--- src/shared/tlrc_pkg.sv ---
// Purpose: constants for the tension loop run control block
// Assumes: 125 MHz system clock, 32-bit register port, byte addresses
// Notes:   register offsets are word aligned
package tlrc_pkg;
   localparam int unsigned CLK_HZ        = 125_000_000;
   localparam int unsigned HOLD_MS       = 3000;
   localparam int unsigned HOLD_CYCLES   = HOLD_MS * (CLK_HZ / 1000);

   // register byte addresses
   localparam logic [7:0] ADDR_CTRL      = 8'h00;
   localparam logic [7:0] ADDR_STATUS    = 8'h04;
   localparam logic [7:0] ADDR_SETPOINT  = 8'h08;
   localparam logic [7:0] ADDR_EDIT      = 8'h0C;
   localparam logic [7:0] ADDR_SPAN      = 8'h10;
   localparam logic [7:0] ADDR_SCALE     = 8'h14;
   localparam logic [7:0] ADDR_TRIM      = 8'h18;
   localparam logic [1:0] GAIN_PAGE      = 2'h1;
   localparam logic [3:0] GAIN_COUNT     = 4'hC;

   // control register bit positions
   localparam int CTRL_EN_CMD     = 0;
   localparam int CTRL_DIS_CMD    = 1;
   localparam int CTRL_PARAM      = 2;
   localparam int CTRL_ZERO_CAP   = 3;
   localparam int CTRL_SPAN_CAP   = 4;
   localparam int CTRL_SP_EXT     = 5;
   localparam int CTRL_FMT_LO     = 6;
   localparam int CTRL_PID        = 8;

   // synchronised pin positions
   localparam int PIN_RUN     = 0;
   localparam int PIN_SEL0    = 1;
   localparam int PIN_SEL1    = 2;
   localparam int PIN_SP_KEY  = 3;
   localparam int PIN_DOWN    = 4;
   localparam int PIN_CONFIRM = 5;
   localparam int PIN_EXIT    = 6;
   localparam int PIN_COUNT   = 7;

   // output idle format
   localparam logic [1:0] FMT_0V   = 2'h0;
   localparam logic [1:0] FMT_0MA  = 2'h1;
   localparam logic [1:0] FMT_4MA  = 2'h2;

   // reset value, 4 mA idle code and gain kind indices
   localparam logic [15:0] IDLE_4MA_CODE = 16'h3333;
   localparam logic [15:0] SCALE_RESET   = 16'h0100;
   localparam logic [1:0]  KIND_P        = 2'h0;
   localparam logic [1:0]  KIND_I        = 2'h1;
   localparam logic [1:0]  KIND_D        = 2'h2;
endpackage

--- src/hdl/tlrc_run_ctrl.sv ---
// Purpose: run state, gain set choice, setpoint source and calibration capture
// Assumes: loop arithmetic outside; its result arrives on loop_out_i
// Notes:   panel keys and digital inputs are asynchronous pins
//
// Decided for this implementation: the address map and the address-and-strobe port.
`timescale 1ns/1ps
module tlrc_run_ctrl #(
   parameter int W           = 16,
   parameter int HOLD_CYCLES = tlrc_pkg::HOLD_CYCLES
) (
   // clock, reset, enable
   input  wire logic                          clock_i,
   input  wire logic                          rst_n_i,
   input  wire logic                          ce_i,
   // register port
   input  wire logic [7:0]                    addr_i,
   input  wire logic [31:0]                   wdata_i,
   input  wire logic                          wr_i,
   input  wire logic                          rd_i,
   output logic      [31:0]                   rdata_o,
   // digital input and panel pins
   input  wire logic                          run_req_pin_i,
   input  wire logic [1:0]                    gain_sel_pin_i,
   input  wire logic                          sp_key_pin_i,
   input  wire logic                          down_key_pin_i,
   input  wire logic                          confirm_key_pin_i,
   input  wire logic                          exit_key_pin_i,
   // measurement and loop side
   input  wire logic [W-1:0]                  meas_i,
   input  wire logic [W-1:0]                  ext_sp_i,
   input  wire logic [W-1:0]                  loop_out_i,
   input  wire logic [W-1:0]                  nv_setpoint_i,
   // outputs to drive, loop and storage
   output logic      [W-1:0]                  drive_o,
   output logic                               regulating_o,
   output logic      [W-1:0]                  kp_o,
   output logic      [W-1:0]                  ki_o,
   output logic      [W-1:0]                  kd_o,
   output logic      [W-1:0]                  trim_share_o,
   output logic      [W-1:0]                  setpoint_o,
   output logic      [W-1:0]                  offset_o,
   output logic      [W-1:0]                  span_force_o,
   output logic      [W-1:0]                  span_reading_o,
   output logic                               nv_store_o,
   output logic      [W-1:0]                  nv_data_o
);
   import tlrc_pkg::*;

   typedef struct packed {
      logic [PIN_COUNT-1:0] s1;
      logic [PIN_COUNT-1:0] s2;
      logic [PIN_COUNT-1:0] s3;
      logic [PIN_COUNT-1:0] clean;
      logic                 run;
      logic                 via_serial;
      logic                 param_mode;
      logic                 zero_act;
      logic                 span_act;
      logic                 sp_ext;
      logic [1:0]           out_fmt;
      logic                 pid_sh;
      logic                 act_pid;
      logic [1:0]           act_set;
      logic [11:0][W-1:0]   sh_gain;
      logic [11:0][W-1:0]   act_gain;
      logic [W-1:0]         sh_trim;
      logic [W-1:0]         act_trim;
      logic [W-1:0]         scale;
      logic [W-1:0]         sp_nv;
      logic [W-1:0]         sp_ram;
      logic                 ram_valid;
      logic                 nv_loaded;
      logic                 sp_edit;
      logic [W-1:0]         edit_val;
      logic [31:0]          sp_hold;
      logic [31:0]          dn_hold;
      logic [W-1:0]         offset;
      logic [W-1:0]         span_force;
      logic [W-1:0]         span_read;
      logic [W-1:0]         drive;
      logic                 regulating;
      logic [W-1:0]         kp;
      logic [W-1:0]         ki;
      logic [W-1:0]         kd;
      logic [W-1:0]         setpoint;
      logic                 nv_store;
      logic [W-1:0]         nv_data;
      logic [31:0]          rdata;
   } tlrc_state_s;

   localparam logic [31:0] HOLD_LAST = 32'(HOLD_CYCLES - 1);

   tlrc_state_s st;
   tlrc_state_s next_st;

   function automatic logic [3:0] gidx(input logic [1:0] set, input logic [1:0] kind);
      gidx = 4'(({2'h0, set} * 4'h3) + {2'h0, kind});
   endfunction

   // saturating hold counter, zero while the key is up
   function automatic logic [31:0] hold_step(input logic [31:0] cnt, input logic held);
      if (!held) begin
         hold_step = 32'h0;
      end else if (cnt == HOLD_LAST) begin
         hold_step = cnt;
      end else begin
         hold_step = cnt + 32'h1;
      end
   endfunction

   logic [PIN_COUNT-1:0] pins;
   logic [PIN_COUNT-1:0] rise;
   logic [W-1:0]         idle_val;
   logic [2*W-1:0]       ext_scaled;
   logic                 wr_ctrl;
   logic                 en_cmd;
   logic                 dis_cmd;
   logic                 sp_hold_cond;
   logic                 dn_hold_cond;
   logic                 sp_hold_done;
   logic                 dn_hold_done;
   logic                 gain_hit;
   logic [3:0]           gain_sel_idx;
   logic [W-1:0]         sp_internal;
   logic [W-1:0]         sp_next;

   assign pins = {exit_key_pin_i, confirm_key_pin_i, down_key_pin_i, sp_key_pin_i,
                  gain_sel_pin_i[1], gain_sel_pin_i[0], run_req_pin_i};
   // edges are taken from stage three against the filtered copy, once stages two and three agree
   assign rise         = (st.s2 == st.s3) ? (st.s3 & ~st.clean) : '0;
   assign ext_scaled   = ext_sp_i * st.scale;
   assign wr_ctrl      = wr_i && (addr_i == ADDR_CTRL);
   assign en_cmd       = wr_ctrl && wdata_i[CTRL_EN_CMD];
   assign dis_cmd      = wr_ctrl && wdata_i[CTRL_DIS_CMD];
   assign sp_hold_cond = st.clean[PIN_SP_KEY] && !st.sp_ext && !st.sp_edit;
   assign dn_hold_cond = st.clean[PIN_DOWN] && st.zero_act;
   assign sp_hold_done = sp_hold_cond && (st.sp_hold == HOLD_LAST - 32'h1);
   assign dn_hold_done = dn_hold_cond && (st.dn_hold == HOLD_LAST - 32'h1);
   assign gain_hit     = (addr_i[7:6] == GAIN_PAGE) && (addr_i[5:2] < GAIN_COUNT);
   assign gain_sel_idx = addr_i[5:2];
   assign sp_internal  = st.ram_valid ? st.sp_ram : st.sp_nv;

   always_comb begin
      case (st.out_fmt)
         FMT_4MA: idle_val = W'(IDLE_4MA_CODE);
         default: idle_val = '0;
      endcase
   end

   always_comb begin
      next_st          = st;
      next_st.nv_store = 1'b0;
      next_st.rdata    = 32'h0;

      // three-stage filter: a change counts once stages two and three agree
      next_st.s1 = pins;
      next_st.s2 = st.s1;
      next_st.s3 = st.s2;
      if (st.s2 == st.s3) begin
         next_st.clean = st.s3;
      end

      // restore the stored setpoint once after reset
      if (!st.nv_loaded) begin
         next_st.sp_nv     = nv_setpoint_i;
         next_st.nv_loaded = 1'b1;
      end

      // run state
      if (!st.run) begin
         if (en_cmd) begin
            next_st.run        = 1'b1;
            next_st.via_serial = 1'b1;
         end else if (st.clean[PIN_RUN]) begin
            next_st.run        = 1'b1;
            next_st.via_serial = 1'b0;
         end
         next_st.act_set = {st.clean[PIN_SEL1], st.clean[PIN_SEL0]};
      end else if (dis_cmd) begin
         next_st.run = 1'b0;
      end else if (!st.via_serial && !st.clean[PIN_RUN]) begin
         next_st.run = 1'b0;
      end

      // register writes
      if (wr_i) begin
         if (addr_i == ADDR_CTRL) begin
            next_st.param_mode = wdata_i[CTRL_PARAM];
            next_st.zero_act   = wdata_i[CTRL_ZERO_CAP];
            next_st.span_act   = wdata_i[CTRL_SPAN_CAP];
            next_st.sp_ext     = wdata_i[CTRL_SP_EXT];
            next_st.out_fmt    = wdata_i[CTRL_FMT_LO+1:CTRL_FMT_LO];
            next_st.pid_sh     = wdata_i[CTRL_PID];
         end
         if (addr_i == ADDR_SETPOINT && !st.sp_ext) begin
            next_st.sp_ram    = wdata_i[W-1:0];
            next_st.ram_valid = 1'b1;
         end
         if (addr_i == ADDR_EDIT) begin
            next_st.edit_val = wdata_i[W-1:0];
         end
         if (addr_i == ADDR_SPAN && st.span_act) begin
            next_st.span_force = wdata_i[W-1:0];
            next_st.span_read  = meas_i - st.offset;
         end
         if (addr_i == ADDR_SCALE) begin
            next_st.scale = wdata_i[W-1:0];
         end
         if (addr_i == ADDR_TRIM) begin
            next_st.sh_trim = wdata_i[W-1:0];
         end
         if (gain_hit) begin
            next_st.sh_gain[gain_sel_idx] = wdata_i[W-1:0];
         end
      end

      // edits reach the loop and drop the volatile setpoint on leaving parameter mode
      if (st.param_mode && !next_st.param_mode) begin
         next_st.act_gain  = st.sh_gain;
         next_st.act_trim  = st.sh_trim;
         next_st.act_pid   = st.pid_sh;
         next_st.ram_valid = 1'b0;
      end

      // key holds
      next_st.sp_hold = hold_step(st.sp_hold, sp_hold_cond);
      next_st.dn_hold = hold_step(st.dn_hold, dn_hold_cond);
      if (sp_hold_done) begin
         next_st.sp_edit = 1'b1;
      end
      if (dn_hold_done) begin
         next_st.offset = meas_i;
      end
      if (st.sp_edit) begin
         if (rise[PIN_CONFIRM]) begin
            next_st.sp_edit   = 1'b0;
            next_st.sp_nv     = st.edit_val;
            next_st.ram_valid = 1'b0;
            next_st.nv_store  = 1'b1;
            next_st.nv_data   = st.edit_val;
         end else if (rise[PIN_EXIT]) begin
            next_st.sp_edit   = 1'b0;
            next_st.sp_ram    = st.edit_val;
            next_st.ram_valid = 1'b1;
         end
      end

      // setpoint source, updated every cycle whether running or not
      sp_next = st.sp_ext ? ext_scaled[W+7:8] : sp_internal;
      next_st.setpoint = sp_next;

      // drive output and indicator
      next_st.drive      = st.run ? loop_out_i : idle_val;
      next_st.regulating = st.run;
      next_st.kp = st.act_gain[gidx(st.act_set, KIND_P)];
      next_st.ki = st.act_gain[gidx(st.act_set, KIND_I)];
      next_st.kd = st.act_pid ? st.act_gain[gidx(st.act_set, KIND_D)] : '0;

      // read port, data in the following cycle
      if (rd_i) begin
         if (addr_i == ADDR_CTRL) begin
            next_st.rdata = 32'({st.pid_sh, st.out_fmt, st.sp_ext, st.span_act,
                                 st.zero_act, st.param_mode, 2'h0});
         end else if (addr_i == ADDR_STATUS) begin
            next_st.rdata = 32'({st.nv_loaded, st.act_set, st.sp_edit,
                                 st.via_serial, st.run});
         end else if (addr_i == ADDR_SETPOINT) begin
            next_st.rdata = 32'(st.setpoint);
         end else if (addr_i == ADDR_EDIT) begin
            next_st.rdata = 32'(st.edit_val);
         end else if (addr_i == ADDR_SPAN) begin
            next_st.rdata = 32'(st.span_force);
         end else if (addr_i == ADDR_SCALE) begin
            next_st.rdata = 32'(st.scale);
         end else if (addr_i == ADDR_TRIM) begin
            next_st.rdata = 32'(st.sh_trim);
         end else if (gain_hit) begin
            next_st.rdata = 32'(st.sh_gain[gain_sel_idx]);
         end
      end
   end

   always_ff @(posedge clock_i or negedge rst_n_i) begin
      if (!rst_n_i) begin
         st       <= '0;
         st.scale <= W'(SCALE_RESET);
      end else if (ce_i) begin
         st <= next_st;
      end
   end

   assign rdata_o        = st.rdata;
   assign drive_o        = st.drive;
   assign regulating_o   = st.regulating;
   assign kp_o           = st.kp;
   assign ki_o           = st.ki;
   assign kd_o           = st.kd;
   assign trim_share_o   = st.act_trim;
   assign setpoint_o     = st.setpoint;
   assign offset_o       = st.offset;
   assign span_force_o   = st.span_force;
   assign span_reading_o = st.span_read;
   assign nv_store_o     = st.nv_store;
   assign nv_data_o      = st.nv_data;

   property p_idle_off;
      @(posedge clock_i) disable iff (!rst_n_i)
      (ce_i && !st.run) |=> (drive_o == $past(idle_val) && !regulating_o);
   endproperty
   a_idle_off: assert property (p_idle_off) else $error("idle level missing while off");

   property p_reg_on;
      @(posedge clock_i) disable iff (!rst_n_i)
      (ce_i && st.run) |=> (regulating_o && drive_o == $past(loop_out_i));
   endproperty
   a_reg_on: assert property (p_reg_on) else $error("regulating output wrong");

   property p_serial_hold;
      @(posedge clock_i) disable iff (!rst_n_i)
      (ce_i && st.run && st.via_serial && !dis_cmd) |=> st.run;
   endproperty
   a_serial_hold: assert property (p_serial_hold) else $error("serial run dropped");

   property p_set_frozen;
      @(posedge clock_i) disable iff (!rst_n_i)
      (ce_i && st.run) |=> $stable(st.act_set);
   endproperty
   a_set_frozen: assert property (p_set_frozen) else $error("set changed while running");

   property p_set_decode;
      @(posedge clock_i) disable iff (!rst_n_i)
      (ce_i && !st.run) |=> (st.act_set == $past({st.clean[PIN_SEL1], st.clean[PIN_SEL0]}));
   endproperty
   a_set_decode: assert property (p_set_decode) else $error("set index decode wrong");

   property p_pi_no_d;
      @(posedge clock_i) disable iff (!rst_n_i)
      (ce_i && !st.act_pid) |=> (kd_o == '0);
   endproperty
   a_pi_no_d: assert property (p_pi_no_d) else $error("derivative used in PI");

   property p_param_hold;
      @(posedge clock_i) disable iff (!rst_n_i)
      (ce_i && st.param_mode && next_st.param_mode) |=> $stable(st.act_gain);
   endproperty
   a_param_hold: assert property (p_param_hold) else $error("gain applied in param mode");

   property p_hold_clear;
      @(posedge clock_i) disable iff (!rst_n_i)
      (ce_i && !st.clean[PIN_SP_KEY]) |=> (st.sp_hold == 32'h0);
   endproperty
   a_hold_clear: assert property (p_hold_clear) else $error("hold count not cleared");

   property p_edit_enter;
      @(posedge clock_i) disable iff (!rst_n_i)
      (ce_i && sp_hold_done) |=> st.sp_edit;
   endproperty
   a_edit_enter: assert property (p_edit_enter) else $error("edit mode not entered");

   property p_confirm_store;
      @(posedge clock_i) disable iff (!rst_n_i)
      (ce_i && st.sp_edit && rise[PIN_CONFIRM]) |=> (nv_store_o && nv_data_o == $past(st.edit_val));
   endproperty
   a_confirm_store: assert property (p_confirm_store) else $error("confirm did not store");
endmodule

--- config.mk ---
export PLATFORM = sky130hd
export DESIGN_NAME = tlrc_run_ctrl
export DESIGN_NICKNAME = d
export VERILOG_FILES = /design/src/shared/tlrc_pkg.sv /design/src/hdl/tlrc_run_ctrl.sv
export SDC_FILE = /design/constraint.sdc
export NUM_CORES = 2
export LEC_CHECK = 0
export BUFFER_PORTS_ARGS = -buffer_cell sky130_fd_sc_hd__buf_2
export CAP_MARGIN = 0
export CORE_UTILIZATION = 62
export DETAILED_ROUTE_END_ITERATION = 6
export PLACE_DENSITY = 0.85
export SYNTH_ARGS = -nofsm -noshare
export SYNTH_HDL_FRONTEND = slang
export SYNTH_SLANG_ARGS = --single-unit
--- constraint.sdc ---
create_clock -name clock_i -period 16.9 [get_ports clock_i]
set_input_delay 3.38 -clock clock_i [delete_from_list [all_inputs] [get_ports clock_i]]
set_output_delay 3.38 -clock clock_i [all_outputs]
set_load 0.005 [all_outputs]
# Word-level counts from Yosys, hierarchy flattened
# Index checks and enable logic that the tools add are counted.
[classes]
addsub = 5
n_mul = 2
order_cmp = 6
n_eq_ne = 15
n_mux = 52
bitwise = 3
n_reduce_logical = 35
[ops]
columns = ["cell", "count"]
rows = [
  ["$mux W16", 21],
  ["$bmux W16 S4", 4],
  ["$bwmux W192", 1],
  ["$eq A32 B29 Y1 const B", 4],
  ["$mux W32", 4],
  ["$mux W17", 5],
  ["$add A32 B1 Y32 const B", 2],
  ["$demux W16 S4", 1],
  ["$mux W33", 1],
  ["$eq A8 B5 Y1 const B", 3],
  ["$mul A16 B16 Y24", 1],
  ["$reduce_and A3 Y1", 8],
  ["$mux W7", 3],
  ["$lt A4 B5 Y1 const B", 4],
  ["$eq A8 B4 Y1 const B", 2],
  ["$sub A16 B16 Y16", 1],
  ["$logic_and A1 B1 Y1", 14],
  ["$mux W14", 1],
  ["$reduce_and A2 Y1", 6],
  ["$mux W1", 9],
  ["$eq A8 B3 Y1 const B", 1],
  ["$logic_not A8 Y1", 1],
  ["$and A7 B7 Y7", 1],
  ["$eq A7 B7 Y1", 1],
  ["13 further kinds", 19],
]
[totals]
regBits = 765
in_bits = 116
out_inout_bits = 194
elab_cells = 179

# Depth between registers and ports, before layout
[depth]
ltp_word = 11
ltp_mapped = 24
ltp_nobuf = 23

# Least setup slack after synthesis
# No wires, ideal clock.
[synth_timing]
path_type = "input-to-reg"
from = "input port ext_sp_i[12]"
to = "register st (netlist bit setpoint_o[13])"
setup_time_ps = 116
arrival_ps = 8657
t_required_ps = 16784
path_slack_ps = 8127
stages = 21
path_buffers = 1
path_cell_list = "clkbuf_1 nand2_1 fa_1 fa_1 fa_1 inv_1 fa_1 fa_1 inv_1 fa_1 inv_1 ha_1 a21oi_1 o21ai_0 o21ai_0 nand3_1 and3_1 nor2b_1 nor4_1 o221a_2 nor2_1"
[synth_between]
elab_chain_cells = 2
[synth_lines]
columns = ["element", "line", "text"]
rows = [
  ["start: declaration", "tlrc_run_ctrl.sv:30", "input wire logic [W-1:0] ext_sp_i,"],
  ["$mul A16 B16 Y24", "tlrc_run_ctrl.sv:131", "assign ext_scaled = ext_sp_i * st.scale;"],
  ["$mux W16", "tlrc_run_ctrl.sv:249", "sp_next = st.sp_ext ? ext_scaled[W+7:8] : sp_internal;"],
  ["end signal: assignment", "tlrc_run_ctrl.sv:288", "st <= next_st;"],
  ["end: declaration", "tlrc_run_ctrl.sv:93", "tlrc_state_s st;"],
]
# Every way passes these cells.
# A chain may end at the register's enable or synchronous reset.

# Worst setup path in the final report
[layout_timing]
from = "input port ext_sp_i[6]"
to = "register st (netlist bit setpoint_o[15])"
# Same word-level chain as after synthesis.

==> flow_summary.ini <==
[global_route]
grt_pass1_vias = 31500
grt_max_degree = 174
track_usage = 0.326
antenna_found_initial = 8
grt_first_pass_wirelength_mm = 182
grt-ovfl-total = 0

[timing]
relSlewSlack = 0.193
setup_ws_ns = 7.98
hold_viol_final = 0
setup_viol = 0
clock_skew_ns = 0.0211
fin_crit_sh = 0.528
hold-worst-slack_ns = 0.471
finalCriticalPeriod_ns = 8.92
max_freq_ghz = 0.112
tns_ns = 0
worstMarginPinSlew_ns = 1.21
rsz0062_at_grt = no
slew_viol_final = 0

[floorplan]
initial_core_util = 0.629
core_mm2 = 0.0704
ios = 310
fp-row-count = 97
die_h_um = 269
die_area_mm2 = 0.0725
fp.dieW_um = 269

[layout]
areaGrowthSynthToFinish_pct = 7.32
final_nets = 4134
post-route-util = 0.675
fillerInstances = 4807
final_common_cell = dfrtp_1
drive_gt1_frac = 0.311
instances_no_fill = 4768
final_cell_mix = dfrtp_1, mux2_2, nand2_1, buf_2, inv_1

[cts]
cts_setup_buffers = 0
clockBufferDepth = 3
post_cts_resized = 0
root_buffer = clkbuf_16
cts_tree = built
cts_sinks = 749
cts_hold_buf = 0
clk_pin_slew_worst_paths_ns = 0.06
cts_made_buffers = 78
clock_latency_ns = 0.63
cts_htree_levels = 3

[setup_path]
cp_slowest_cell = fa_1
crit_start = ext_sp_i[6]
worst-path-max-fanout = 16
reg2reg_depth = 20
crit_chain = buf_2 > and2_1 > fa_1 > inv_1 > fa_1 > fa_1 > fa_1 > inv_1 > fa_1 > inv_1 > fa_1 > inv_1 > ha_1 > a21oi_1 > o21ai_0 > o21ai_0 > nand3_1 > nand2_1 > o311ai_1 > a21oi_1 > xnor2_1 > o21ai_0
worstSetupStartpointType = input pin
arrival_ns = 9.40
reg2reg_from = st[296]$_DFFE_PN0P_
critPathKind = in -> reg
crit_path_end_kind = flop
cp_slowest_stage_delay_ns = 0.57
rrSetupSlack_ns = 10.19
crit_required_ns = 17.38
crit_top_cell = fa_1
r2r-end = setpoint_o[15]$_DFFE_PN0P_

[power_and_ir_drop]
clockPowerShare = 0.397
power_frac_seq = 0.434
ir_worst_vdd_mv = 0.109
p_int_uw = 3240
p_sw_frac = 0.288
p_leak_uw = 0.0231
p_comb_frac = 0.169
power.density_mw_per_mm2 = 95.7
switchingPower_uw = 1310

[placed_design]
pre_cts_ws_ns = 7.51
place_congestion = 0.893
port_buffers = 277
dp_cells = 4621
hpwl_mm = 75.5

[logic_synthesis]
yosysSeqAreaShare = 0.423
netlist_area_mm2 = 0.0443
synth_area_per_cell_um2 = 11.7
synth.area.top_cells = dfrtp_1, mux2_2, mux4_2, fa_1, buf_4
synth_largest_area_cell = dfrtp_1
syn_inst = 3771
synth_edf_count = 0
synth_ff_type = dfrtp_1
ys_ff_latch = 749
synth_cell_types = 78
synth_warnings = 0
yosys.area.top_type_share = 0.423
synth-async-reset-ratio = 1.00

[flow_run]
drv_cap = 0

[drt]
final_antenna_net_count = 0
remaining_drc_errors = 1
routed_wl_mm = 117
wire_per_inst_um = 24.5
initialDrtViolationCount = 3012
vias = 30400
vias_per_cell = 6.39
drt-pass1-iter-count = 7

[worst_hold_path]
hold_depth = 2
hp-class = reg -> reg
hold_path_end = span_reading_o[10]$_DFFE_PN0P_
min_from = span_reading_o[10]$_DFFE_PN0P_

[outcome]
status = finished, violations left
violations = design-rule violations
## layer usage
metal,wire length [um],track usage,up-vias
met5,45,0,-
li1,-,-,12800
met3,11200,0.0692,431
met4,7410,0.201,8
met1,43000,0.417,15400
met2,55200,0.512,1763
## state kept, by name (all words and copies together) (netlist names)
signal / flops
st: 556
drive_o: 16
kd_o: 16
ki_o: 16
kp_o: 16
nv_data_o: 16
offset_o: 16
rdata_o: 16
setpoint_o: 16
span_force_o: 16
span_reading_o: 16
trim_share_o: 16
next_st: 15
nv_store_o: 1
regulating_o: 1
## power groups by stage
stage | Combinational [uW] | Clock, uW | Sequential, uW
global placement | 734 | 0 | 1990
detailed placement | 752 | 0 | 2000
finish | 771 | 1810 | 1970
global route | 817 | 1900 | 1980
CTS | 762 | 1830 | 1970
floorplan | 558 | 0 | 1940
## cell families (layout without fill, tap and decap cells)
group                    after synthesis  after routing  share of synthesized area
XOR/XNOR                              93             93                     0.0184
AO/OA/AOI/OAI                        415            415                     0.0587
other                                  1             21                  0.0000847
buffers and inverters                692            729                     0.0790
adder cells (fa/ha/maj)              257            257                      0.101
multiplexers                         769            769                      0.234
AND/OR/NAND/NOR                      795            795                     0.0850
flip-flops                           749            749                      0.423
## worst max-delay path: cells and delay by family
kind,cells,cell delay (ns)
AOI/OAI and AO/OA,6,1.20
adders and majority gates,7,3.50
and+or+nand+nor,3,0.51
xor gates and xnor gates,1,0.32
buffers and inverters,5,0.49
## per-stage QoR
step,power [uW],area (um^2)
3_3_place_gp,2730,44800
5_1_grt,4700,47500
4_1_cts,4560,47500
2_1_floorplan,2500,44300
6_report,4550,47500
3_5_place_dp,2750,44800
## worst max-delay path by stage
stage          depth (start not counted)  slack, ns                          to
2_1_floorplan                         21       8.13  setpoint_o[13]$_DFFE_PN0P_
3_3_place_gp                          22       7.55  setpoint_o[15]$_DFFE_PN0P_
3_5_place_dp                          22       7.51  setpoint_o[15]$_DFFE_PN0P_
4_1_cts                               22       8.07  setpoint_o[15]$_DFFE_PN0P_
5_1_grt                               22       7.74  setpoint_o[15]$_DFFE_PN0P_
6_report                              22       7.98  setpoint_o[15]$_DFFE_PN0P_
## cell usage after synthesis (6+ instances only)
| cell type | n |
|---|---|
| o22ai_1 | 51 |
| and4_1 | 6 |
| buf_2 | 52 |
| ha_1 | 89 |
| or3_1 | 7 |
| nor4b_1 | 6 |
| buf_6 | 12 |
| nor3_1 | 19 |
| o31ai_1 | 11 |
| o21ai_0 | 101 |
| xor2_1 | 57 |
| mux2i_1 | 70 |
| nand3_1 | 27 |
| nand4_1 | 23 |
| nor2b_1 | 16 |
| mux2_2 | 539 |
| a221oi_1 | 19 |
| buf_1 | 17 |
| and3_1 | 17 |
| dfrtp_1 | 748 |
| a21oi_1 | 133 |
| clkbuf_1 | 139 |
| o32ai_1 | 7 |
| inv_1 | 271 |
| and2_1 | 116 |
| a22oi_1 | 8 |
| a22o_1 | 13 |
| o2bb2ai_1 | 20 |
| a222oi_1 | 12 |
| nand2b_1 | 11 |
| nand2_1 | 290 |
| buf_4 | 199 |
| xnor2_1 | 36 |
| nor2_1 | 221 |
| fa_1 | 168 |
| mux4_2 | 160 |
## cell type report
class                      instances  area, um^2  area share
clock buffer                     109        2260      0.0476
sequential                       749       18700       0.395
timing repair buffer             314        1710      0.0360
multi-input combinational       2345       22200       0.466
inverter                         273        1020      0.0216
tap                              940        1180      0.0248
clock inverter                    33         415     0.00874
antenna                            5        12.5    0.000263
(Power assumes the default switching activity.)
